`config.mk`:
```
export PLATFORM = sky130hd
export DESIGN_NAME = rsr_bank
export DESIGN_NICKNAME = d
export VERILOG_FILES = /design/src/core/rsr_pkg.sv /design/src/core/rsr_link_quality.sv /design/src/core/rsr_bank.sv
export SDC_FILE = /design/constraint.sdc
export NUM_CORES = 1
export LEC_CHECK = 0
export CAP_MARGIN = 5
export CELL_PAD_IN_SITES_DETAIL_PLACEMENT = 0
export CELL_PAD_IN_SITES_GLOBAL_PLACEMENT = 1
export CORE_ASPECT_RATIO = 1.2
export CORE_MARGIN = 1
export CORE_UTILIZATION = 46
export DETAILED_ROUTE_END_ITERATION = 8
export DONT_BUFFER_PORTS = 1
export HOLD_SLACK_MARGIN = 0.02
export PLACE_DENSITY_LB_ADDON = 0.2
export SYNTH_ARGS = -nofsm -noshare
export SYNTH_HDL_FRONTEND = slang
export SYNTH_SLANG_ARGS = --single-unit
```
`constraint.sdc`:
```
create_clock -name clk_in -period 2.6 [get_ports clk_in]
set_input_delay 0.39 -clock clk_in [delete_from_list [all_inputs] [get_ports clk_in]]
set_output_delay 0.39 -clock clk_in [all_outputs]
set_load 0.01 [all_outputs]
```
`src/core/rsr_pkg.sv`:
```
// Package for the radio status register bank: register indices, field
// positions, reset values, encodings and the packed carriers.
// Assumes 32-bit AXI4-Lite data and one aligned word per register.
package rsr_pkg;

    // Printed register indices; byte address is four times the index
    localparam logic [15:0] RSR_IDX_REVISION = 16'hDF37;
    localparam logic [15:0] RSR_IDX_OFFSET = 16'hDF38;
    localparam logic [15:0] RSR_IDX_LINK_QUALITY = 16'hDF39;
    localparam logic [15:0] RSR_IDX_STRENGTH = 16'hDF3A;
    localparam logic [15:0] RSR_IDX_FSM_STATE = 16'hDF3B;
    localparam logic [15:0] RSR_IDX_PKT_STATUS = 16'hDF3C;
    localparam logic [15:0] RSR_IDX_TUNING = 16'hDF3D;
    // Control and interrupt registers of this bank
    localparam logic [15:0] RSR_IDX_THRESHOLD = 16'hDF40;
    localparam logic [15:0] RSR_IDX_CHAN_CFG = 16'hDF41;
    localparam logic [15:0] RSR_IDX_IRQ_STATUS = 16'hDF42;
    localparam logic [15:0] RSR_IDX_IRQ_MASK = 16'hDF43;

    // Field positions
    localparam int RSR_CRC_OK_BIT = 7;
    localparam int RSR_CS_BIT = 6;
    localparam int RSR_PQT_BIT = 5;
    localparam int RSR_CCA_BIT = 4;
    localparam int RSR_SFD_BIT = 3;

    // Interrupt event bits
    localparam int RSR_EV_CRC_OK = 0;
    localparam int RSR_EV_FRAME = 1;
    localparam int RSR_EV_RX_OVF = 2;
    localparam int RSR_EV_TX_UNF = 3;
    localparam int RSR_EV_LQI_DONE = 4;
    localparam int RSR_EV_COUNT = 5;

    // Reset values
    localparam logic [7:0] RSR_THRESHOLD_RESET = 8'h00;
    localparam logic [1:0] RSR_CCA_MODE_RESET = 2'h1;
    localparam logic [7:0] RSR_REVISION_DEFAULT = 8'h5A; // Arbitrary value

    // Link quality span in symbols after the sync word
    localparam int RSR_LQI_SYMBOLS = 64;

    // Radio control state codes
    localparam logic [4:0] RSR_ST_SLEEP = 5'h00;
    localparam logic [4:0] RSR_ST_IDLE = 5'h01;
    localparam logic [4:0] RSR_ST_RX = 5'h0D;
    localparam logic [4:0] RSR_ST_RX_RESTART = 5'h0F;
    localparam logic [4:0] RSR_ST_RX_OVERFLOW = 5'h11;
    localparam logic [4:0] RSR_ST_TX = 5'h13;
    localparam logic [4:0] RSR_ST_TX_UNDERFLOW = 5'h16;

    // AXI responses
    localparam logic [1:0] RSR_RESP_OKAY = 2'h0;
    localparam logic [1:0] RSR_RESP_DECERR = 2'h3;

    typedef enum logic [2:0] {
        RSR_MOD_2FSK = 3'b000,
        RSR_MOD_GFSK = 3'b001,
        RSR_MOD_OOK = 3'b011,
        RSR_MOD_4FSK = 3'b100,
        RSR_MOD_MSK = 3'b111
    } rsr_mod_type;

    typedef enum logic [1:0] {
        RSR_CCA_ALWAYS = 2'b00,
        RSR_CCA_BELOW = 2'b01,
        RSR_CCA_NO_PACKET = 2'b10,
        RSR_CCA_BOTH = 2'b11
    } rsr_cca_type;

    typedef enum logic [1:0] {
        RSR_PM_ACTIVE = 2'b00,
        RSR_PM_LIGHT = 2'b01,
        RSR_PM_DEEP_A = 2'b10,
        RSR_PM_DEEP_B = 2'b11
    } rsr_pm_type;

    // Live status from the demodulator and radio control logic
    typedef struct packed {
        logic [4:0] radio_fsm_code;
        logic [7:0] carrier_offset_field;
        logic [7:0] signal_strength_field;
        logic [7:0] oscillator_tuning_field;
        logic preamble_quality_flag;
        logic frame_start_flag;
        logic crc_done;
        logic crc_match;
        logic symbol_tick;
        logic [6:0] symbol_quality;
        rsr_mod_type modulation;
    } rsr_radio_type;

    typedef struct packed {
        logic [7:0] carrier_offset_field;
        logic [7:0] signal_strength_field;
        logic [4:0] radio_fsm_code;
        logic [7:0] oscillator_tuning_field;
        logic crc_ok;
        logic carrier_sense;
        logic preamble_quality_flag;
        logic clear_channel_flag;
        logic frame_start_flag;
        logic [7:0] threshold;
        rsr_cca_type cca_mode;
        logic [RSR_EV_COUNT-1:0] irq_status;
        logic [RSR_EV_COUNT-1:0] irq_mask;
        logic bvalid;
        logic [1:0] bresp;
        logic rvalid;
        logic [1:0] rresp;
        logic [31:0] rdata;
    } rsr_bank_state_type;

endpackage : rsr_pkg

```
`src/core/rsr_link_quality.sv`:
```
// Link quality estimator: averages per-symbol quality over a fixed span
// of symbols following the sync word.
// Assumes symbol ticks and quality come from logic on the same clock.
`timescale 1ns/1ps
module rsr_link_quality #(
    parameter int SYMBOLS = rsr_pkg::RSR_LQI_SYMBOLS
) (
    input wire logic clk_in,
    input wire logic rst_n_in,
    input wire logic ce_in,
    input wire logic start_in,
    input wire logic symbol_tick_in,
    input wire logic [6:0] symbol_quality_in,
    output logic [6:0] estimate_out,
    output logic done_out
);
    import rsr_pkg::*;

    localparam int CW = $clog2(SYMBOLS);
    localparam int SW = CW + 7;
    localparam logic [CW-1:0] LAST = CW'(SYMBOLS - 1);

    typedef struct packed {
        logic busy;
        logic [CW-1:0] count;
        logic [SW-1:0] sum;
        logic [6:0] estimate;
        logic done;
    } rsr_lqi_state_type;

    rsr_lqi_state_type state;
    rsr_lqi_state_type next_state;

    // Span is counted in symbols, so 2-ary and 4-ary need no distinction
    always_comb begin
        next_state = state;
        next_state.done = 1'b0;
        if (start_in) begin
            next_state.busy = 1'b1;
            next_state.count = '0;
            next_state.sum = '0;
        end else if (state.busy && symbol_tick_in) begin
            next_state.sum = state.sum + SW'(symbol_quality_in);
            next_state.count = state.count + CW'(1);
            if (state.count == LAST) begin
                next_state.busy = 1'b0;
                next_state.done = 1'b1;
                next_state.estimate =
                    7'((state.sum + SW'(symbol_quality_in)) >> CW);
            end
        end
    end

    // Clock enable low freezes the accumulator
    always_ff @(posedge clk_in) begin
        if (!rst_n_in) begin
            state <= '0;
        end else if (ce_in) begin
            state <= next_state;
        end
    end

    assign estimate_out = state.estimate;
    assign done_out = state.done;

endmodule : rsr_link_quality

```
`src/core/rsr_bank.sv`:
```
// Radio status register bank behind an AXI4-Lite slave port.
// Assumes radio status inputs are synchronous to clk_in.
//
// What this block does
// Reports an 8-bit two's complement carrier offset estimate.
// The offset estimate reads zero while on-off keying is selected.
// A checksum-match flag at bit 7 of two registers, cleared on RX entry unless a comparison completes in that cycle.
// A 7-bit link quality estimate over the 64 symbols after sync.
// The 5-bit radio state code in bits 4:0, upper bits reading zero.
// Packet flags at bits 6 to 3, low bits zero, all reset to zero.
// The 8-bit oscillator tuning value is readable for test.
// Regulator off in the two deepest modes with all contents retained.
// Clear channel is high below threshold, per the selected mode.
// Carrier sense is high while signal strength exceeds the threshold.
// The 8-bit signal strength is readable at any time.
// Writes to the status registers are ignored.
`timescale 1ns/1ps
module rsr_bank #(
    parameter int ADDR_WIDTH = 18,
    parameter logic [7:0] REVISION = rsr_pkg::RSR_REVISION_DEFAULT
) (
    input wire logic clk_in,
    input wire logic rst_n_in,
    input wire logic ce_in,
    // Radio side
    input rsr_pkg::rsr_radio_type radio_in,
    input rsr_pkg::rsr_pm_type power_mode_in,
    output logic regulator_on_out,
    output logic irq_out,
    // AXI4-Lite write address
    input wire logic s_axi_awvalid_in,
    output logic s_axi_awready_out,
    input wire logic [ADDR_WIDTH-1:0] s_axi_awaddr_in,
    input wire logic [2:0] s_axi_awprot_in,
    // AXI4-Lite write data
    input wire logic s_axi_wvalid_in,
    output logic s_axi_wready_out,
    input wire logic [31:0] s_axi_wdata_in,
    input wire logic [3:0] s_axi_wstrb_in,
    // AXI4-Lite write response
    output logic s_axi_bvalid_out,
    input wire logic s_axi_bready_in,
    output logic [1:0] s_axi_bresp_out,
    // AXI4-Lite read address
    input wire logic s_axi_arvalid_in,
    output logic s_axi_arready_out,
    input wire logic [ADDR_WIDTH-1:0] s_axi_araddr_in,
    input wire logic [2:0] s_axi_arprot_in,
    // AXI4-Lite read data
    output logic s_axi_rvalid_out,
    input wire logic s_axi_rready_in,
    output logic [31:0] s_axi_rdata_out,
    output logic [1:0] s_axi_rresp_out
);
    import rsr_pkg::*;

    // Word-aligned compare; byte address is four times the index
    function automatic logic hit(
        input logic [ADDR_WIDTH-1:0] addr,
        input logic [15:0] index
    );
        hit = addr[ADDR_WIDTH-1:2] == (ADDR_WIDTH-2)'(index);
    endfunction : hit

    rsr_bank_state_type state;
    rsr_bank_state_type next_state;

    logic deep_sleep;
    logic write_fire;
    logic read_fire;
    logic frame_start_rise;
    logic lqi_start;
    logic lqi_done;
    logic [6:0] lqi_estimate;
    logic rx_entry;
    logic above_threshold;
    logic [RSR_EV_COUNT-1:0] events;
    logic [7:0] link_quality_byte;
    logic [7:0] pkt_status_byte;

    // Deep modes cut the regulator; the frozen captures model retention
    assign deep_sleep = (power_mode_in == RSR_PM_DEEP_A) ||
                        (power_mode_in == RSR_PM_DEEP_B);
    assign regulator_on_out = !deep_sleep;

    // Address and data are taken together; the master holds both
    assign s_axi_awready_out = s_axi_awvalid_in && s_axi_wvalid_in &&
                               !state.bvalid && ce_in;
    assign s_axi_wready_out = s_axi_awready_out;
    assign write_fire = s_axi_awready_out;
    assign s_axi_arready_out = !state.rvalid && ce_in;
    assign read_fire = s_axi_arvalid_in && s_axi_arready_out;

    // Sync found starts a new link quality span
    assign frame_start_rise = radio_in.frame_start_flag &&
                              !state.frame_start_flag;
    assign lqi_start = frame_start_rise && !deep_sleep;

    // Entering or restarting receive clears the checksum-match flag
    assign rx_entry = (radio_in.radio_fsm_code != state.radio_fsm_code) &&
                      ((radio_in.radio_fsm_code == RSR_ST_RX) ||
                       (radio_in.radio_fsm_code == RSR_ST_RX_RESTART));

    // Strength is two's complement, so compare signed
    assign above_threshold = $signed(radio_in.signal_strength_field) >
                             $signed(state.threshold);

    // Events that set sticky interrupt bits
    always_comb begin
        events = '0;
        if (!deep_sleep) begin
            events[RSR_EV_CRC_OK] = radio_in.crc_done && radio_in.crc_match;
            events[RSR_EV_FRAME] = frame_start_rise;
            events[RSR_EV_RX_OVF] =
                (radio_in.radio_fsm_code == RSR_ST_RX_OVERFLOW) &&
                (state.radio_fsm_code != RSR_ST_RX_OVERFLOW);
            events[RSR_EV_TX_UNF] =
                (radio_in.radio_fsm_code == RSR_ST_TX_UNDERFLOW) &&
                (state.radio_fsm_code != RSR_ST_TX_UNDERFLOW);
            events[RSR_EV_LQI_DONE] = lqi_done;
        end
    end

    // Read views shared by two registers
    assign link_quality_byte = {state.crc_ok, lqi_estimate};
    assign pkt_status_byte = {state.crc_ok, state.carrier_sense,
                              state.preamble_quality_flag,
                              state.clear_channel_flag,
                              state.frame_start_flag, 3'b000};

    rsr_link_quality #(
        .SYMBOLS(RSR_LQI_SYMBOLS)
    ) u_link_quality (
        .clk_in(clk_in),
        .rst_n_in(rst_n_in),
        .ce_in(ce_in),
        .start_in(lqi_start),
        .symbol_tick_in(radio_in.symbol_tick && !deep_sleep),
        .symbol_quality_in(radio_in.symbol_quality),
        .estimate_out(lqi_estimate),
        .done_out(lqi_done)
    );

    // Next state: radio captures, flags, bus slave and interrupt status
    always_comb begin
        next_state = state;

        // Radio captures hold still in deep modes, so contents are kept
        if (!deep_sleep) begin
            if (radio_in.modulation == RSR_MOD_OOK) begin
                next_state.carrier_offset_field = 8'h00;
            end else begin
                next_state.carrier_offset_field =
                    radio_in.carrier_offset_field;
            end
            next_state.signal_strength_field =
                radio_in.signal_strength_field;
            next_state.radio_fsm_code = radio_in.radio_fsm_code;
            next_state.oscillator_tuning_field =
                radio_in.oscillator_tuning_field;
            next_state.preamble_quality_flag =
                radio_in.preamble_quality_flag;
            next_state.frame_start_flag = radio_in.frame_start_flag;
            next_state.carrier_sense = above_threshold;

            // Clear channel per mode
            case (state.cca_mode)
                RSR_CCA_ALWAYS: begin
                    next_state.clear_channel_flag = 1'b1;
                end
                RSR_CCA_BELOW: begin
                    next_state.clear_channel_flag = !above_threshold;
                end
                RSR_CCA_NO_PACKET: begin
                    next_state.clear_channel_flag =
                        !radio_in.frame_start_flag;
                end
                default: begin
                    next_state.clear_channel_flag = !above_threshold &&
                        !radio_in.frame_start_flag;
                end
            endcase

            // Last comparison decides; a match in the entry cycle wins
            if (radio_in.crc_done) begin
                next_state.crc_ok = radio_in.crc_match;
            end else if (rx_entry) begin
                next_state.crc_ok = 1'b0;
            end
        end

        // Write response handshake
        if (state.bvalid && s_axi_bready_in) begin
            next_state.bvalid = 1'b0;
        end
        // Status registers take writes without effect
        if (write_fire) begin
            next_state.bvalid = 1'b1;
            next_state.bresp = RSR_RESP_OKAY;
            if (hit(s_axi_awaddr_in, RSR_IDX_THRESHOLD)) begin
                if (s_axi_wstrb_in[0]) begin
                    next_state.threshold = s_axi_wdata_in[7:0];
                end
            end else if (hit(s_axi_awaddr_in, RSR_IDX_CHAN_CFG)) begin
                if (s_axi_wstrb_in[0]) begin
                    next_state.cca_mode = rsr_cca_type'(s_axi_wdata_in[1:0]);
                end
            end else if (hit(s_axi_awaddr_in, RSR_IDX_IRQ_MASK)) begin
                if (s_axi_wstrb_in[0]) begin
                    next_state.irq_mask =
                        s_axi_wdata_in[RSR_EV_COUNT-1:0];
                end
            end else if (hit(s_axi_awaddr_in, RSR_IDX_REVISION) ||
                         hit(s_axi_awaddr_in, RSR_IDX_OFFSET) ||
                         hit(s_axi_awaddr_in, RSR_IDX_LINK_QUALITY) ||
                         hit(s_axi_awaddr_in, RSR_IDX_STRENGTH) ||
                         hit(s_axi_awaddr_in, RSR_IDX_FSM_STATE) ||
                         hit(s_axi_awaddr_in, RSR_IDX_PKT_STATUS) ||
                         hit(s_axi_awaddr_in, RSR_IDX_TUNING) ||
                         hit(s_axi_awaddr_in, RSR_IDX_IRQ_STATUS)) begin
                next_state.bresp = RSR_RESP_OKAY;
            end else begin
                next_state.bresp = RSR_RESP_DECERR;
            end
        end

        // Read data handshake
        if (state.rvalid && s_axi_rready_in) begin
            next_state.rvalid = 1'b0;
        end
        // Read decode; read data always come from the register
        if (read_fire) begin
            next_state.rvalid = 1'b1;
            next_state.rresp = RSR_RESP_OKAY;
            next_state.rdata = 32'h0000_0000;
            if (hit(s_axi_araddr_in, RSR_IDX_REVISION)) begin
                next_state.rdata[7:0] = REVISION;
            end else if (hit(s_axi_araddr_in, RSR_IDX_OFFSET)) begin
                next_state.rdata[7:0] = state.carrier_offset_field;
            end else if (hit(s_axi_araddr_in, RSR_IDX_LINK_QUALITY)) begin
                next_state.rdata[7:0] = link_quality_byte;
            end else if (hit(s_axi_araddr_in, RSR_IDX_STRENGTH)) begin
                next_state.rdata[7:0] = state.signal_strength_field;
            end else if (hit(s_axi_araddr_in, RSR_IDX_FSM_STATE)) begin
                next_state.rdata[7:0] =
                    {3'b000, state.radio_fsm_code};
            end else if (hit(s_axi_araddr_in, RSR_IDX_PKT_STATUS)) begin
                next_state.rdata[7:0] = pkt_status_byte;
            end else if (hit(s_axi_araddr_in, RSR_IDX_TUNING)) begin
                next_state.rdata[7:0] = state.oscillator_tuning_field;
            end else if (hit(s_axi_araddr_in, RSR_IDX_THRESHOLD)) begin
                next_state.rdata[7:0] = state.threshold;
            end else if (hit(s_axi_araddr_in, RSR_IDX_CHAN_CFG)) begin
                next_state.rdata[1:0] = state.cca_mode;
            end else if (hit(s_axi_araddr_in, RSR_IDX_IRQ_STATUS)) begin
                next_state.rdata[RSR_EV_COUNT-1:0] = state.irq_status;
            end else if (hit(s_axi_araddr_in, RSR_IDX_IRQ_MASK)) begin
                next_state.rdata[RSR_EV_COUNT-1:0] = state.irq_mask;
            end else begin
                next_state.rresp = RSR_RESP_DECERR;
            end
        end

        // Read clears status; a new event in the same cycle survives
        if (read_fire && hit(s_axi_araddr_in, RSR_IDX_IRQ_STATUS)) begin
            next_state.irq_status = events;
        end else begin
            next_state.irq_status = state.irq_status | events;
        end
    end

    // Single state register; clock enable low freezes everything
    always_ff @(posedge clk_in) begin
        if (!rst_n_in) begin
            state <= '0;
            state.threshold <= RSR_THRESHOLD_RESET;
            state.cca_mode <= rsr_cca_type'(RSR_CCA_MODE_RESET);
        end else if (ce_in) begin
            state <= next_state;
        end
    end

    // Outputs straight from the state register
    assign irq_out = |(state.irq_status & state.irq_mask);
    assign s_axi_bvalid_out = state.bvalid;
    assign s_axi_bresp_out = state.bresp;
    assign s_axi_rvalid_out = state.rvalid;
    assign s_axi_rdata_out = state.rdata;
    assign s_axi_rresp_out = state.rresp;

endmodule : rsr_bank

```
# After elaboration in Yosys (flattened, before gate mapping)
# Index checks and enable logic that the tools add are counted.
[totals]
elab_cells = 161
reg_bits = 96
[op_classes]
n_bitwise = 6
muxes = 43
n_addsub = 2
n_lt_le_gt_ge = 1
n_eq_ne = 35
n_reduce_logical = 51
[ops]
columns = ["op", "n"]
rows = [
  ["16-bit equality test, second input constant", 22],
  ["8-bit two-way mux", 9],
  ["35-bit two-way mux", 1],
  ["2-bit two-way mux", 16],
  ["28-bit two-way mux", 1],
  ["5-bit two-way mux", 5],
  ["20-bit two-way mux", 1],
  ["1-bit logical AND", 17],
  ["13-bit by 7-bit adder with 13-bit output", 1],
  ["2-bit AND reduction", 6],
  ["5-bit by 4-bit equality test with 1-bit output, second input constant", 2],
  ["5-bit equality test, second input constant", 2],
  ["5-bit != test, second input constant", 2],
  ["2-bit nonzero test", 5],
  ["1-bit logical OR", 9],
  ["3-bit two-way mux", 3],
  ["8-bit greater-than comparator", 1],
  ["4-bit AND reduction", 2],
  ["6-bit by 1-bit adder with 6-bit output, second input constant", 1],
  ["2-bit equality test, second input constant", 3],
  ["6-bit equality test, second input constant", 1],
  ["1-bit logical NOT", 6],
  ["1-bit two-way mux", 6],
  ["3-bit AND reduction", 2],
  ["11 further kinds", 14],
]

# Longest topological paths before layout
# Gate-level depths: netlist of run 1.
[logic_depth]
depth_word = 13
mapped_depth = 8

# Cells and area by module
# A second synthesis of run 1 with hierarchy kept.
[hier_totals]
hier_cells = 658
hier_area_um2 = 5515.3
[by_module_without_submodules]
columns = ["mod", "area_each_um2", "cells_each", "n_inst", "seq_area_each_um2"]
rows = [
  ["rsr_bank", 3960.0, 483, 1, 1321.3],
  ["rsr_link_quality", 1555.2, 175, 1, 560.5],
]

# Worst setup path after synthesis of run 1
# Ideal clock, no wire load.
[synth_timing]
kind = "in2reg"
from = "input port radio_in[3] (netlist name)"
to = "register u_link_quality.state, in the netlist u_link_quality.estimate_out[0]"
arrival_ns = 1.975
stages = 8
setup_time_ns = 0.116
path_slack_ns = 0.509
required_time_ns = 2.484
cell_sequence = "ha_1 -> fa_1 -> a21o_1 -> a21oi_1 -> o21bai_1 -> a21oi_1 -> xnor2_1 -> a31o_2"
[synth_via]
elab_chain_len = 1
[synth_rtl]
columns = ["element", "line_no", "text"]
rows = [
  ["start: declaration", "rsr_bank.sv:26", "input rsr_pkg::rsr_radio_type radio_in,"],
  ["13-bit by 7-bit adder with 13-bit output", "rsr_link_quality.sv:49", "7'((state.sum + SW'(symbol_quality_in)) >> CW);"],
  ["end signal: assignment", "rsr_link_quality.sv:59", "state <= next_state;"],
  ["end: declaration", "rsr_link_quality.sv:31", "rsr_lqi_state_type state;"],
]
# Every way passes these cells.
# A chain may end at the register's enable or synchronous reset.

# Worst setup path in the final report of run 1
[layout_timing]
from = "register u_link_quality.state[8] (netlist name)"
to = "register u_link_quality.state, in the netlist u_link_quality.estimate_out[0]"
[layout_via]
elab_chain_len = 1
[layout_rtl]
columns = ["element", "line_no"]
rows = [
  ["13-bit by 7-bit adder with 13-bit output", "rsr_link_quality.sv:49"],
]
# Every way passes these cells.

==> results of run 1 <==
logic make-up (layout without fill, tap and decap cells):
kind of cell | after synthesis | in the layout
AND/OR/NAND/NOR | 254 | 254
AO/OA/AOI/OAI | 160 | 160
flip-flops | 94 | 94
buffers and inverters | 92 | 43
multiplexers | 25 | 25
adder cells (fa/ha/maj) | 17 | 17
XOR/XNOR | 12 | 12
other | 1 | 24
worst register-to-register path: cells and delay by family (launching register included):
family / cells / cell delay (ps)
compound gates: 5 / 1050
fa+ha+maj: 2 / 640
flops: 1 / 310
xor+xnor: 1 / 110
power groups by stage:
stage | Combinational [mW] | Sequential [mW] | Clock, mW
2_1_floorplan | 0.239 | 1.52 | 0
3_3_place_gp | 0.213 | 1.54 | 0
3_5_place_dp | 0.219 | 1.54 | 0
4_1_cts | 0.220 | 1.51 | 1.43
5_1_grt | 0.250 | 1.51 | 1.50
6_report | 0.218 | 1.51 | 1.40
sequential cells by signal, summed over array words and instances, names as in the netlist, 4 cells and up:
| name | cells |
|---|---|
| state | 49 |
| u_link_quality.state | 20 |
| s_axi_rdata_out | 8 |
| u_link_quality.estimate_out | 7 |
| pkt_status_byte | 4 |
routing by layer:
metal	vias to the layer above	global-route usage (%)
li1	2219	-
met1	2118	26.7
met2	130	41.7
met3	17	5.46
met4	0	8.27
met5	-	0
synth_stat cells (5+ instances only):
master    number
mux2i_1       21
nor3_1        14
nor4_1         5
clkbuf_1      21
xnor2_1        9
a211oi_1      11
o21a_1         5
and3_1         6
a21o_1         5
inv_1         21
nand4_1        9
buf_2          8
dfxtp_1       94
nand2_1       87
o21ai_0       26
o22ai_1        6
a21oi_1       56
a22oi_1       18
or3_1          5
nand3_1       20
a31oi_1        7
nor2_1        67
ha_1          16
buf_4         39
path summary, 6_finish.rpt:
kind | from | to | slack, ps | cells after the start
setup / recovery | u_link_quality.state[8] | u_link_quality.estimate_out[0] | 390 | 8
setup reg to reg | u_link_quality.state[8] | u_link_quality.estimate_out[0] | 390 | 8
hold / removal | rst_n_in | state[48] | 120 | 1
hold reg to reg | state[79] | state[79] | 460 | 2
area by class of cell:
cell class | count | area share (%)
Inverter | 21 | 1.44
Tap cell | 154 | 3.52
Sequential cell | 94 | 34.4
Multi-Input combinational cell | 492 | 53.8
Clock inverter | 4 | 1.28
Clock buffer | 12 | 4.50
Timing Repair Buffer | 6 | 1.05
==> out/results.ini, run 1 <==
[outcome]
status = complete, no violations

[place]
dp_cells = 767
io_buffers = 0
place_area_sq_um = 5160
pre_cts_ws_ps = 293
place.gp.congestion = 0.889
place_hpwl_mm = 10.3

[setup_path]
max_stage_delay_ps = 430
cp_max_fo = 3
critPathSlowestCell = fa_1
path_delay_family = compound AO/OA/AOI/OAI gates
cp_data_arrival_time_ps = 2450
crit_path_start_kind = flip-flop
cp_common_cell = a21oi_1
critPathKind = reg2reg
end_kind = flip-flop
cp.required_ps = 2840
path_cells = ha_1 > fa_1 > a21o_1 > a21oi_1 > o21bai_1 > a21oi_1 > xnor2_1 > a31o_2
critPathBufInv = 0

[yosys]
synthMuxAreaShare_pct = 5.29
syn_inst = 655
ys_seq_elements = 94
synthAdderAreaFrac_pct = 4.20
avgSynthCellArea_sq_um = 8.01
synthXorXnorAreaFrac_pct = 2.00
yosysSeqAreaShare_pct = 35.9
ys_types = 66
synth_top_family_by_area = simple AND/OR/NAND/NOR gates
ys_warn_count = 0
netlist.area_leader.share_pct = 35.9
ys_dominant_reg_cell = dfxtp_1
synthesis.area_sq_um = 5250
synth.area.top_cells = dfxtp_1 36%, nand2_1 6.2%, buf_4 5.6%
synthSimpleGateAreaFrac_pct = 23.7
yosysTopAreaCell = dfxtp_1
synth_edf_count = 0
async_flop_share_pct = 0
synth-compound-area-share_pct = 19.3

[timing]
max_slew_margin_pct = 55.0
tightest_slew_ps = 674
max_freq_ghz = 0.452
clock_skew_ps = 7.80
finalSetupViolCount = 0
setup_ws_ps = 387
min_period_ps = 2210
timing.final.crit_share_pct = 85.1
slew_viol_final = 0
finalHoldViolations = 0
rsz0062_at_grt = no
fin_tns_setup_ps = 0
hold_ws_ps = 124

[drt]
wl_per_cell_um = 17.0
viasPerCell = 5.73
dr_wl_met3_um = 727
first_iter_violations = 189
met2WireLength_mm = 6.93
vias = 4484
routed.top_layer = met4
drt_wl_total_mm = 13.3
drt-met1-wl_mm = 5.43
detail_route.first_pass.iterations = 4
drtAntennaViolNets = 0
drc = 0

[global_routing]
grt_pass1_wl_mm = 21.6
grt_use_total_pct = 23.3
antenna_found_initial = 0
grt_max_degree = 37
grt-ovfl-total = 0
first_global_vias = 4348

[clock_network]
clockBufferDepth = 2
path_clk_slew_ps = 60
cts_root_buf = clkbuf_16
insertion_delay_ps = 340
cts.sinks = 94
post_cts_resized = 0
cts_setup_buffers = 0
cts_made_buffers = 9
cts_hold_repair.buffers = 0
tritoncts = done
cts_htree_levels = 3

[pwr]
power.share.clock_pct = 44.8
power_density_nw_per_um2 = 571
power_leakage_nw = 2.11
switchingPower_uw = 704
p_int_mw = 2.42
switching_share_pct = 22.5
seq_power_share_pct = 48.2
p_total_mw = 3.13
comb_power_share_pct = 7.0
irDropWorstVdd_v = 0.000249

[cells_and_area]
drive_gt1_share_pct = 5.41
finish.utilization_pct = 49.4
layout_commonest_cell = dfxtp_1
multi_input_area_sq_um = 2950
fin_area_sq_um = 5480
seqCellArea_sq_um = 1880
fin_nets = 773
instances_no_fill = 783
syn_to_final_growth_pct = 4.39
insertedDiodeCount = 0
n_fill_cell = 1121
most-common-layout-cells = 94 x dfxtp_1, 87 x nand2_1, 67 x nor2_1, 56 x a21oi_1, 26 x o21ai_0

[die]
core_area_sq_um = 11100
die_width_um = 99.5
die_y_um = 119
io_pins = 175
start_util_pct = 47.3
die_area_sq_um = 11800
row_count = 42

[min_path]
hold_class = in2reg

[run]
drv_cap = 0

(Power assumes the default switching activity.)
==> run 2: changes to the inputs <==
ABC_AREA = 1   (was default)
CORE_UTILIZATION = 44   (was 46)
==> out/results.ini, run 2 <==
[drt]
vias = 4904  ; +9.4%
viasPerCell = 5.23  ; -8.6%
drtAntennaViolNets = 0  ; unchanged
detail_route.first_pass.iterations = 4  ; unchanged
first_iter_violations = 254  ; +34%
wl_per_cell_um = 14.5  ; -15%
drc = 0  ; unchanged
drt_wl_total_mm = 13.6  ; +2.1%

[clock_network]
post_cts_resized = 0  ; unchanged
cts.sinks = 94  ; unchanged
cts_hold_repair.buffers = 0  ; unchanged
path_clk_slew_ps = 60  ; about the same
clockBufferDepth = 2  ; unchanged
cts_setup_buffers = 0  ; unchanged
tritoncts = done
cts_htree_levels = 3  ; unchanged
cts_root_buf = clkbuf_16
insertion_delay_ps = 340  ; about the same
cts_made_buffers = 9  ; unchanged

[die]
io_pins = 175  ; unchanged
die_width_um = 103  ; +3.4%
start_util_pct = 45.8  ; -1.5 points
die_y_um = 123  ; +3.4%
die_area_sq_um = 12700  ; +7.0%
row_count = 43  ; +2.4%
core_area_sq_um = 11700  ; +5.8%

[global_routing]
first_global_vias = 4559  ; +4.9%
grt_pass1_wl_mm = 22.1  ; +2.4%
grtUsageMet2_pct = 37.5  ; -4.2 points
use_met3_pct = 4.01  ; -1.4 points
met1_usage_pct = 29.9  ; +3.2 points
top_usage_layer = met2
grt_use_total_pct = 22.6  ; -0.69 points
grt_max_degree = 52  ; +41%
antenna_found_initial = 0  ; unchanged
grt-ovfl-total = 0  ; unchanged

[place]
place_hpwl_mm = 10.4  ; +1.5%
place_area_sq_um = 5370  ; +4.0%
pre_cts_ws_ps = 392  ; +99.8 ps
place.gp.congestion = 0.917  ; +3.1%
dp_cells = 922  ; +20%
io_buffers = 0  ; unchanged

[setup_path]
ff2ff_path_depth = 11  ; +3
end_kind = flip-flop
cp.required_ps = 2820  ; -20 ps
critPathLaunch = u_link_quality.state[8]
crit_path_start_kind = flip-flop
regToRegEndpoint = u_link_quality.state[20]
critPathKind = reg2reg
reg2reg_from = u_link_quality.state[8]
endpoint = u_link_quality.state[20]
cp_data_arrival_time_ps = 2300  ; -150 ps
r2r_slack_ps = 530  ; +140 ps
cp_max_fo = 4  ; +1

[cells_and_area]
syn_to_final_growth_pct = 5.47
seqCellArea_sq_um = 1880  ; unchanged
fin_nets = 925  ; +20%
largest_register = state
instances_no_fill = 937  ; +20%
n_fill_cell = 1266  ; +13%
multi_input_area_sq_um = 2800  ; -4.9%
fin_area_sq_um = 5670  ; +3.5%
drive_gt1_share_pct = 6.03  ; +0.62 points
most-common-layout-cells = 148 x nand2_1, 99 x inv_1, 94 x dfxtp_1, 83 x a21oi_1, 80 x nor2_1
layout_commonest_cell = nand2_1
largest_register_ffs = 49  ; unchanged
insertedDiodeCount = 0  ; unchanged

[yosys]
syn_inst = 790  ; +21%
synth.most_common_cell = nand2_1
ys_seq_elements = 94  ; unchanged
synthesis.area_sq_um = 5380  ; +2.5%
async_flop_share_pct = 0  ; unchanged
ys_warn_count = 0  ; unchanged
yosysTopAreaCell = dfxtp_1
synth_edf_count = 0  ; unchanged
netlist.area_leader.share_pct = 35.0  ; -0.86 points
ys_dominant_reg_cell = dfxtp_1
synth.area.top_cells = dfxtp_1 35%, nand2_1 10%, a21oi_1 7.7%
ys_types = 43  ; -35%
yosys-top-cells-count = 148 x nand2_1, 99 x inv_1, 94 x dfxtp_1
yosysSeqAreaShare_pct = 35.0  ; -0.86 points
avgSynthCellArea_sq_um = 6.80  ; -15%

[min_path]
min_path_cells = 1  ; unchanged
hold_path_startpoint = rst_n_in
hold_class = in2reg

[timing]
clock_skew_ps = 5.95  ; -1.85 ps
finalHoldViolations = 0  ; unchanged
tightest_slew_ps = 510  ; -164 ps
max_freq_ghz = 0.482  ; +6.7%
rsz0062_at_grt = no
min_period_ps = 2070  ; -139 ps
finalSetupViolCount = 0  ; unchanged
slew_viol_final = 0  ; unchanged
fin_tns_setup_ps = 0  ; unchanged
setup_ws_ps = 525  ; +139 ps
timing.final.crit_share_pct = 79.8  ; -5.3 points
max_slew_margin_pct = 65.9  ; +11 points

[pwr]
irDropWorstVdd_v = 0.000265  ; +6.4%
power_leakage_nw = 2.44  ; +16%
p_total_mw = 3.09  ; -1.1%
power_density_nw_per_um2 = 546  ; -4.4%

[outcome]
status = complete, no violations

[run]
drv_cap = 0  ; unchanged

run 2: report_power, final:
part	switching (mW)	leakage [nW]	internal [mW]	total [mW]
sequential	0.0314	0.765	1.48	1.52
clock	0.561	0.149	0.794	1.36
combinational	0.152	1.53	0.0708	0.222
total	0.744	2.44	2.35	3.09
run 2: layer usage:
metal	part of all wire [%]	routed length [um]
met1	47	6360
met2	47	6350
met3	5.2	709
met4	1.5	210
met5	0	0
run 2: cell families (layout without fill, tap and decap cells):
family,Yosys count,count (layout),synth area share [%]
AOI/OAI and AO/OA,187,187,18.8
DFF,94,94,35.0
and+or+nand+nor,319,319,26.6
xor gates and xnor gates,6,6,0.978
buffers and inverters,166,133,14.5
other,1,24,0.0698
adders and majority gates,17,17,4.10
run 2: layout make-up:
type                            count  share of cell area, %
Clock buffer                       12                   4.52
Clock inverter                      3                  0.772
Inverter                          107                   7.13
Multi-Input combinational cell    553                   49.5
Sequential cell                    94                   33.2
Tap cell                          157                   3.47
Timing Repair Buffer               11                   1.46
run 2: critical path, cell delays in order (launching register included):
cell	delay, ps
dfxtp_1	310
ha_1	210
fa_1	430
nand3_1	90
nand2_1	110
nand4_1	120
nand2_1	70
nand2_1	120
nor2_1	70
or2_2	280
nand3_1	80
a21oi_1	60
run 2: how the worst min path moves through the flow:
stage	endpoint	slack, ps
6_report	state[48]	170
5_1_grt	state[48]	150
2_1_floorplan	u_link_quality.estimate_out[1]	420
3_5_place_dp	state[77]	460
4_1_cts	state[48]	150
3_3_place_gp	u_link_quality.estimate_out[1]	440
run 2: metrics by stage:
stage                     hold slack (ps)  utilization [%]
after floorplan                       423                -
after global placement                442             45.8
after detailed placement              455             45.8
after CTS                             149             48.3
after global routing                  153             48.3
final                                 166             48.3
